[config.mk]
export PLATFORM = sky130hd
export DESIGN_NAME = serial_port_enable_control
export DESIGN_NICKNAME = d
export VERILOG_FILES = /design/src/verilog/tx_fifo.v /design/src/verilog/serial_port_enable_control.v
export VERILOG_INCLUDE_DIRS = /design/src /design/src/verilog
export SDC_FILE = /design/constraint.sdc
export NUM_CORES = 1
export LEC_CHECK = 0
export BUFFER_PORTS_ARGS = -buffer_cell sky130_fd_sc_hd__buf_4
export CAP_MARGIN = 20
export CORE_ASPECT_RATIO = 1.4
export CORE_MARGIN = 2
export CORE_UTILIZATION = 54
export DETAILED_ROUTE_END_ITERATION = 7
export PLACE_DENSITY = 0.77
export SYNTH_ARGS = -nofsm -noshare
export SYNTH_HDL_FRONTEND = slang
export SYNTH_SLANG_ARGS = --single-unit
export TNS_END_PERCENT = 1
[constraint.sdc]
create_clock -name ref_clk -period 11 [get_ports ref_clk]
set_input_delay 2.2 -clock ref_clk [delete_from_list [all_inputs] [get_ports ref_clk]]
set_output_delay 2.2 -clock ref_clk [all_outputs]
set_load 0.01 [all_outputs]
[src/verilog/serial_port_map.vh]
`ifndef SERIAL_PORT_MAP_VH
`define SERIAL_PORT_MAP_VH
// oversampling per async bit
`define OVERSAMPLE 16
// count-source prescale when countSource is one
`define PRESCALE_M4 4
`define PRESCALE_M1 1
`define DATA_BITS 8
`define BIT_COUNT_W 4
`define FIFO_DEPTH 8
`define FIFO_AW 3
`define IDLE_LEVEL 1'b1
`endif

[src/verilog/tx_fifo.v]
`timescale 1ns/1ps
`default_nettype none
module tx_fifo #(
   parameter WIDTH = 8,
   parameter DEPTH = 8,
   parameter AW = 3
) (
   input wire ref_clk,
   input wire reset,
   input wire flush,
   input wire [WIDTH-1:0] inData,
   input wire inValid,
   output wire inReady,
   output reg [WIDTH-1:0] outData,
   output wire outValid,
   input wire outReady
);
   reg [WIDTH-1:0] mem [0:DEPTH-1];
   reg [AW:0] wrPtr_q;
   reg [AW:0] rdPtr_q;
   reg [AW:0] count_q;
   wire doWrite = inValid & inReady;
   wire doRead = outValid & outReady;
   assign inReady = (count_q != DEPTH[AW:0]);
   assign outValid = (count_q != {(AW+1){1'b0}});
   // read word is registered; a write into an emptying buffer is passed straight through
   wire [AW:0] rdNext = rdPtr_q + {{AW{1'b0}}, doRead};
   always @(posedge ref_clk or posedge reset) begin
      if (reset) begin
         outData <= {WIDTH{1'b0}};
      end else if (flush) begin
         outData <= outData;
      end else if (doWrite & (wrPtr_q == rdNext)) begin
         outData <= inData;
      end else begin
         outData <= mem[rdNext[AW-1:0]];
      end
   end
   always @(posedge ref_clk) begin
      if (doWrite) begin
         mem[wrPtr_q[AW-1:0]] <= inData;
      end
   end
   always @(posedge ref_clk or posedge reset) begin
      if (reset) begin
         wrPtr_q <= {(AW+1){1'b0}};
         rdPtr_q <= {(AW+1){1'b0}};
         count_q <= {(AW+1){1'b0}};
      end else if (flush) begin
         wrPtr_q <= {(AW+1){1'b0}};
         rdPtr_q <= {(AW+1){1'b0}};
         count_q <= {(AW+1){1'b0}};
      end else begin
         if (doWrite) begin
            wrPtr_q <= wrPtr_q + 1'b1;
         end
         if (doRead) begin
            rdPtr_q <= rdPtr_q + 1'b1;
         end
         if (doWrite & ~doRead) begin
            count_q <= count_q + 1'b1;
         end else if (doRead & ~doWrite) begin
            count_q <= count_q - 1'b1;
         end
      end
   end
endmodule // tx_fifo
`default_nettype wire

[src/verilog/serial_port_enable_control.v]
`timescale 1ns/1ps
`default_nettype none
`include "serial_port_map.vh"
module serial_port_enable_control (
   input wire ref_clk,
   input wire reset,
   input wire portEnable,
   input wire txEnable,
   input wire rxEnable,
   input wire syncMode,
   input wire extClock,
   input wire readyOutEnable,
   input wire countSource,
   input wire txIntOnShiftDone,
   input wire [7:0] baudDivider,
   input wire [7:0] txData,
   input wire txWrite,
   output wire txWriteReady,
   output reg [7:0] rxData,
   output reg rxFull,
   input wire rxRead,
   output reg txBufferEmpty,
   output reg txShiftComplete,
   output reg txIntRequest,
   input wire txIntClear,
   output reg txdOut,
   output reg shiftClockOut,
   output reg shiftClockOutEn,
   output reg readyOutN,
   input wire shiftClockIn,
   input wire rxdIn
);
   localparam ST_IDLE = 2'b00;
   localparam ST_LOAD = 2'b01;
   localparam ST_SHIFT = 2'b10;

   // ----------------------------------------
   // pin synchronisers
   // ----------------------------------------
   reg [1:0] sclkSync_q;
   reg [1:0] rxdSync_q;
   reg sclkPrev_q;
   always @(posedge ref_clk or posedge reset) begin
      if (reset) begin
         sclkSync_q <= 2'b11;
         rxdSync_q <= 2'b11;
         sclkPrev_q <= 1'b1;
      end else begin
         sclkSync_q <= {sclkSync_q[0], shiftClockIn};
         rxdSync_q <= {rxdSync_q[0], rxdIn};
         sclkPrev_q <= sclkSync_q[1];
      end
   end
   wire sclk = sclkSync_q[1];
   wire rxd = rxdSync_q[1];

   // ----------------------------------------
   // baud divider
   // ----------------------------------------
   // divider period less one: (div + 1) * m - 1, m is 4 or 1
   function [9:0] tickLast;
      input [7:0] div;
      input cs;
      begin
         tickLast = cs ? {div, 2'b11} : {2'b00, div};
      end
   endfunction
   wire txRun_d;
   reg [9:0] divCnt_q;
   reg [3:0] osCnt_q;
   wire tick = (divCnt_q == 10'h000);
   always @(posedge ref_clk or posedge reset) begin
      if (reset) begin
         divCnt_q <= 10'h000;
         osCnt_q <= 4'h0;
      end else if (tick) begin
         divCnt_q <= tickLast(baudDivider, countSource);
         osCnt_q <= osCnt_q + 4'h1;
      end else begin
         divCnt_q <= divCnt_q - 10'h001;
      end
   end
   // half bit period strobes: rising and falling shift clock edges
   wire halfStrobe = tick & (osCnt_q[2:0] == 3'h7);
   wire intFall = halfStrobe & ~osCnt_q[3];
   wire intRise = halfStrobe & osCnt_q[3];
   wire extFall = sclkPrev_q & ~sclk;
   wire extRise = ~sclkPrev_q & sclk;
   wire asyncBit = tick & (osCnt_q == 4'hf);
   wire shiftEdge = syncMode ? (extClock ? extFall : intFall) : asyncBit;
   wire sampleEdge = syncMode ? (extClock ? extRise : intRise) : 1'b0;

   // ----------------------------------------
   // transmit buffer and shifter
   // ----------------------------------------
   wire [7:0] fifoData;
   wire fifoValid;
   reg fifoPop;
   wire circuitReset = ~txEnable & ~rxEnable;
   // sync run adds receive enable, but fifoPop also needs txEnable: no frame or clock starts while only receiving
   assign txRun_d = syncMode ? (txEnable | rxEnable) : txEnable;
   tx_fifo #(.WIDTH(`DATA_BITS), .DEPTH(`FIFO_DEPTH), .AW(`FIFO_AW)) txBuf (
      .ref_clk(ref_clk),
      .reset(reset),
      .flush(circuitReset),
      .inData(txData),
      .inValid(txWrite),
      .inReady(txWriteReady),
      .outData(fifoData),
      .outValid(fifoValid),
      .outReady(fifoPop)
   );
   reg [1:0] state_q;
   reg [9:0] shiftReg_q;
   reg [3:0] bitCnt_q;
   reg txEnablePrev_q;
   reg txLineBit_q;
   wire txRise = txEnable & ~txEnablePrev_q;
   reg halfSeen_q;
   // half a shift clock must pass before the first shift edge, except with an external sync clock, which shifts at its first edge
   wire halfMark = syncMode ? (sampleEdge | extClock) : intFall;
   wire [3:0] lastCnt = syncMode ? 4'h8 : 4'ha;
   // sync frames end at the sampling edge of the last bit
   wire endEdge = syncMode ? sampleEdge : shiftEdge;
   wire shiftDone = (state_q == ST_SHIFT) & (bitCnt_q == lastCnt) & endEdge;
   always @* begin
      fifoPop = (state_q == ST_IDLE) & txRun_d & fifoValid & txEnable;
   end
   always @(posedge ref_clk or posedge reset) begin
      if (reset) begin
         state_q <= ST_IDLE;
         shiftReg_q <= 10'h3ff;
         bitCnt_q <= 4'h0;
         txEnablePrev_q <= 1'b0;
         halfSeen_q <= 1'b0;
         txLineBit_q <= `IDLE_LEVEL;
         txBufferEmpty <= 1'b0;
         txShiftComplete <= 1'b0;
         txIntRequest <= 1'b0;
      end else begin
         txEnablePrev_q <= txEnable;
         if (circuitReset) begin
            state_q <= ST_IDLE;
            bitCnt_q <= 4'h0;
            txLineBit_q <= `IDLE_LEVEL;
         end else begin
            // port enable is not looked at: shifting goes on internally
            case (state_q)
               ST_IDLE: begin
                  if (fifoPop) begin
                     shiftReg_q <= syncMode ? {2'b11, fifoData} : {1'b1, fifoData, 1'b0};
                     halfSeen_q <= halfMark;
                     state_q <= ST_LOAD;
                  end
               end
               ST_LOAD: begin
                  // flag falls at the first shift edge after a half clock: 0.5 to 1.5 clocks; an external sync clock needs no half clock
                  if (shiftEdge & halfSeen_q) begin
                     txShiftComplete <= 1'b0;
                     txLineBit_q <= shiftReg_q[0];
                     shiftReg_q <= {1'b1, shiftReg_q[9:1]};
                     bitCnt_q <= 4'h1;
                     state_q <= ST_SHIFT;
                  end else if (halfMark) begin
                     halfSeen_q <= 1'b1;
                  end
               end
               ST_SHIFT: begin
                  if (bitCnt_q == lastCnt) begin
                     if (endEdge) begin
                        txLineBit_q <= `IDLE_LEVEL;
                        state_q <= ST_IDLE;
                        txShiftComplete <= ~fifoValid;
                        if (~fifoValid & txIntOnShiftDone) begin
                           txIntRequest <= 1'b1;
                        end
                     end
                  end else if (shiftEdge) begin
                     txLineBit_q <= shiftReg_q[0];
                     shiftReg_q <= {1'b1, shiftReg_q[9:1]};
                     bitCnt_q <= bitCnt_q + 4'h1;
                  end
               end
               default: state_q <= ST_IDLE;
            endcase
         end
         if (txRise) begin
            txBufferEmpty <= 1'b1;
            txShiftComplete <= 1'b1;
         end else begin
            txBufferEmpty <= ~fifoValid | (fifoPop & ~fifoValid);
         end
         // set wins over a clearing in the same cycle
         if (txRise | (fifoPop & ~txIntOnShiftDone)) begin
            txIntRequest <= 1'b1;
         end else if (txIntClear & ~shiftDone) begin
            txIntRequest <= 1'b0;
         end
      end
   end

   // ----------------------------------------
   // receiver and pins
   // ----------------------------------------
   wire rxActive = syncMode ? (rxEnable & portEnable) : rxEnable;
   reg [7:0] rxShift_q;
   reg [3:0] rxCnt_q;
   always @(posedge ref_clk or posedge reset) begin
      if (reset) begin
         rxShift_q <= 8'h00;
         rxCnt_q <= 4'h0;
         rxData <= 8'h00;
         rxFull <= 1'b0;
      end else begin
         if (~rxActive | circuitReset) begin
            rxCnt_q <= 4'h0;
         end else if (syncMode & sampleEdge & state_q == ST_SHIFT) begin
            rxShift_q <= {rxd, rxShift_q[7:1]};
            rxCnt_q <= (rxCnt_q == 4'h7) ? 4'h0 : rxCnt_q + 4'h1;
         end else if (~syncMode & asyncBit) begin
            if (rxCnt_q == 4'h0) begin
               rxCnt_q <= rxd ? 4'h0 : 4'h1;
            end else if (rxCnt_q == 4'h9) begin
               rxCnt_q <= 4'h0;
            end else begin
               rxShift_q <= {rxd, rxShift_q[7:1]};
               rxCnt_q <= rxCnt_q + 4'h1;
            end
         end
         if ((syncMode & sampleEdge & state_q == ST_SHIFT & rxCnt_q == 4'h7 & rxActive) |
             (~syncMode & asyncBit & rxCnt_q == 4'h8 & rxActive)) begin
            rxData <= {rxd, rxShift_q[7:1]};
            rxFull <= 1'b1;
         end else if (rxRead) begin
            rxFull <= 1'b0;
         end
      end
   end
   always @(posedge ref_clk or posedge reset) begin
      if (reset) begin
         txdOut <= `IDLE_LEVEL;
         shiftClockOut <= 1'b1;
         shiftClockOutEn <= 1'b0;
         readyOutN <= 1'b1;
      end else begin
         // pins are general I/O when disabled; re-enable exposes the shifter
         txdOut <= portEnable ? txLineBit_q : `IDLE_LEVEL;
         // low from the shifting edge to the sampling edge of each bit
         shiftClockOut <= ~(state_q == ST_SHIFT & osCnt_q[3]);
         shiftClockOutEn <= portEnable & syncMode & ~extClock;
         readyOutN <= ~(portEnable & syncMode & rxEnable & readyOutEnable & txEnable);
      end
   end
endmodule // serial_port_enable_control
`default_nettype wire

* Yosys cells after proc, flatten, opt, wreduce, memory -nomap -nowiden
Memories as Yosys holds them, arrays and structs flattened. Index checks and enable logic that the tools add are counted.
Cells by class: add/subtract/negate cells 9, equality and inequality tests 31, mux-type cells 76, bitwise operators 61, reductions and logical operators 26
Operators by type and width (number):
- 4-bit 2-to-1 mux | 17
- 10-bit 2-to-1 mux | 6
- 8-bit 2-to-1 mux | 5
- 1-bit AND | 37
- 1-bit 2-to-1 mux | 35
- 10-bit case mux with 3 select lines | 1
- 3-bit != test (second input constant) | 9
- 3-bit nonzero test | 9
- 4-bit by 1-bit adder with 4-bit output (second input constant) | 6
- 1-bit inverter | 18
- 2-bit != test (second input constant) | 8
- 4-bit AND reduction | 4
- 5-bit AND reduction | 3
- 4-bit == test (second input constant) | 3
- 2-bit 2-to-1 mux | 6
- 4-bit != test (second input constant) | 3
- 10-bit zero test | 1
- 2-bit nonzero test | 5
- 10-bit by 1-bit subtractor with 10-bit output (second input constant) | 1
- 9-bit 2-to-1 mux | 1
- 4-bit == test | 2
- 4-bit case mux with 2 select lines | 1
- 1-bit bitwise OR | 6
- 1-bit case mux with 2 select lines | 3
- 13 further kinds | 13
Storage, ports and cells: flip-flop bits (word level) 86, bits in writable memories 64, output and inout bits 17, memories 1
Memories:
- txBuf.mem | depth 8, bits a word 8, read ports 1, clocked after Yosys merged registers in 0, wr ports 1, RTL line tx_fifo.v:18 | reg [WIDTH-1:0] mem [0:DEPTH-1];

* Logic depth before layout (Yosys ltp)
depth after elaboration 12, gate-level depth with buffers 12, mapped depth without buffers 12

* Hierarchy
Synthesis repeated with hierarchy kept, for this count alone.
Second synthesis, totals: cells, all modules 554, area, all modules 7079.3 um^2
By module, submodules not included:
- tx_fifo | times used 1, cells each 222, area an instance 3592.2 um^2
- serial_port_enable_control | times used 1, cells each 332, area an instance 3487.1 um^2

* Worst setup path after synthesis
No wires, ideal clock.
kind input port to flip-flop, from in txEnable, to reg txBuf.outData[0], library setup time 0.134 ns, data arrival time 4.481 ns, required time 10.866 ns, slack 6.385 ns, stages 10, path buffers 0, cell sequence nand3_1 > inv_1 > ha_1 > ha_1 > xor2_1 > xnor2_1 > nand3_1 > nor3_2 > mux2i_1 > o21ai_0
On the way: longest elaborated chain between the ends 10, elaborated cells on any way between the ends 13, classes of those cells add/sub (1); eq/ne (1); mux (2); bitwise (8); memory (1)
RTL lines:
- start: declaration | RTL line serial_port_enable_control.v:8 | input wire txEnable,
- parallel branches: the longest is 10 deep, another holds memory read 8 x 8 bit
- end signal: assignment | RTL line tx_fifo.v:30 | outData <= {WIDTH{1'b0}};
- end signal: assignment | RTL line tx_fifo.v:32 | outData <= outData;
- end signal: assignment | RTL line tx_fifo.v:34 | outData <= inData;
- end: declaration | RTL line tx_fifo.v:14 | output reg [WIDTH-1:0] outData,
Parallel ways; which one is timed is not known. A chain may end at the register's enable or synchronous reset.

* Worst setup path after layout
from in txEnable, to reg txBuf.outData[7]
The elaborated chain is that of the path after synthesis.

==> run metrics <==
clk sink count=approximately 150; Worst Slack Setup Final=between 6 and 7 ns; drt total wl=about 14000 µm; largest net degree at the start of global routing=85; Rows=49; antenna fix cells=0; vias in the first global route=4614; Area Growth Syn to Fin=16.7%; Max-slew headroom=0.308; #FFs+latches synth=148; Num CTS Buffers=17; CP Launch Type=input port; Syn Std Cell Area=6950 µm²; Final Cycle Share=0.447; Die Wd=around 100 µm; sequential share of the synthesized area=0.582; die area=13800 µm²; Synth async-reset ratio=0.568; share of the synthesized area in the top cell type=0.277; Power per Cell Area=248 nW/µm²; hold buffer count at cts=0; main flop type after synthesis=dfrtp_1; TritonRoute pass-1 iters=4; dpl ws=5.65 ns; PortBufs=47; # IOs=48; post-cts gate resize count=0; vias post-DR=between 4000 and 5000; worst hold path class=flop to flop; initial DRC count=238; final-layout fill cell count=940; Post-synth EDFFs=between 60 and 70; CP Capture Type=flop; hold violation count in the final report=0; root buffer cell=clkbuf_16; worst skew pair latency=around 0.43 ns; Pins Over Slew Limit=0; vias per inst=5.87; Core Area=12700 µm²; hold-critical path depth=0; Fmax=just over 200 MHz; Static Leakage=3.32 nW; H-tree Lvls=4; layout cells sized above 1=0.290; R2R cell count=11; maximum clock insertion buffer count=2; nets@finish=635; die height=138 µm; Worst Path Arrival=5.22 ns; GR Util All Layers=0.209; global route overflow=0; critical path type=input port to flop; Reg clk slew, reported paths=0.07 ns; Synth Instances=535; Fin Setup TNS=0 ns; top post-synthesis cells by area=edfxtp_1, dfrtp_1, dfstp_2; synthesized area per cell=13.0 µm²; max-cap viol count=0; most frequent cells in the layout=dfrtp_1, edfxtp_1, buf_4, nand2_1, mux2_2; initial antenna violation count=0; Slew @ Worst Pin=1.03 ns; Max rail drop VDD=0.140 mV; final core utilization=0.639; minimum clock period after layout=4.92 ns; WL per Instance=18.0 µm; Setup Buffers After CTS=0; global placement routability congestion=0.866; setup violators final=0; drc violations=0; area leader, netlist=edfxtp_1; flop2flop setup slack=6.87 ns; CTS tree=yes; Starting Density=0.548; most common cell after layout, fill and taps aside=dfrtp_1; outcome=finished clean; first-pass GRT wire length=22700 µm; Critical Path Fanout Max=9; Post-DRT Antenna Nets=0; Synth warnings=0; syn nets=584; post-detail-place hpwl=9110 µm; Required @ worst endpoint=11.30 ns; Distinct cells, synth=66; skew final=0.0147 ns; RSZ-0062 raised after global routing=no
==> layout make-up <==
type | count | area (µm²) | share of cell area
sequential | 148 | 4050 | 0.499
multi-input combinational | 346 | 2730 | 0.337
timing repair buffer | 56 | 468 | 0.0577
clock buffer | 17 | 425 | 0.0525
tap | 153 | 191 | 0.0236
clock inverter | 15 | 184 | 0.0227
inverter | 17 | 65.1 | 0.00802
==> cells in the mapped netlist, drive strengths merged, types with 17 or more instances <==
cell	instances
nand2	51
mux2	32
nor2	27
edfxtp	64
inv	17
clkbuf	17
dfstp	18
mux2i	23
o21ai	33
ha	17
a21oi	18
dfrtp	66
==> routing by layer <==
layer / global-route usage / share of wire / up-vias
li1: - / - / 2076
met5: 0 / 0 / -
met4: 0.0894 / 0.024 / 0
met3: 0.0399 / 0.029 / 29
met2: 0.364 / 0.54 / 94
met1: 0.253 / 0.41 / 2213
==> critical path, stage by stage <==
cell	delay (ns)
buf_4	0.14
nand3_1	0.17
inv_1	0.15
ha_1	0.25
ha_1	0.21
xor2_1	0.75
xnor2_1	0.20
nand3_1	0.11
nor3_2	0.66
mux2i_1	0.26
o21ai_0	0.09
==> state kept, by name (all words and copies together) (netlist names), 7 cells and up <==
| signal | flops |
|---|---|
| txBuf.mem | 64 |
| divCnt_q | 10 |
| shiftReg_q | 9 |
| rxData | 8 |
| txBuf.outData | 8 |
| rxShift_q | 7 |
==> metrics by stage <==
| stage | instances | area [µm²] | hold WS [ns] | total power [mW] |
|---|---|---|---|---|
| 4_1_cts | 750 | 8060 | 0.358 | 2.01 |
| 6_report | 752 | 8110 | 0.357 | 2.01 |
| 5_1_grt | 752 | 8110 | 0.362 | 2.14 |
| 3_3_place_gp | 717 | 7430 | 0.346 | 1.38 |
| 3_5_place_dp | 718 | 7450 | 0.347 | 1.42 |
| 2_1_floorplan | 535 | 6950 | 0.345 | 1.27 |
==> power by group <==
part           internal, mW  total, mW  switching, mW
Sequential            0.701      0.779         0.0781
Clock                 0.308      0.579          0.270
Combinational         0.331      0.654          0.323
==> worst paths after layout <==
kind,end,startpoint
worst max register to register,txBuf.outData[7],txBuf.count_q[3]
worst min register to register,sclkSync_q[1],sclkSync_q[0]
min in group asynchronous,rxData[6],reset
max in group asynchronous,shiftClockOut,reset
worst max-delay path,txBuf.outData[7],txEnable
worst min-delay path,sclkSync_q[1],sclkSync_q[0]
==> kinds of logic after synthesis <==
family,Yosys count,synth area share
adders and majority gates,18,0.0335
muxes,71,0.137
AOI/OAI and AO/OA,83,0.0754
xor gates and xnor gates,23,0.0290
buffers and inverters,41,0.0252
DFF,148,0.582
and+or+nand+nor,151,0.118
Note: power is estimated with default switching activity, not from simulation.
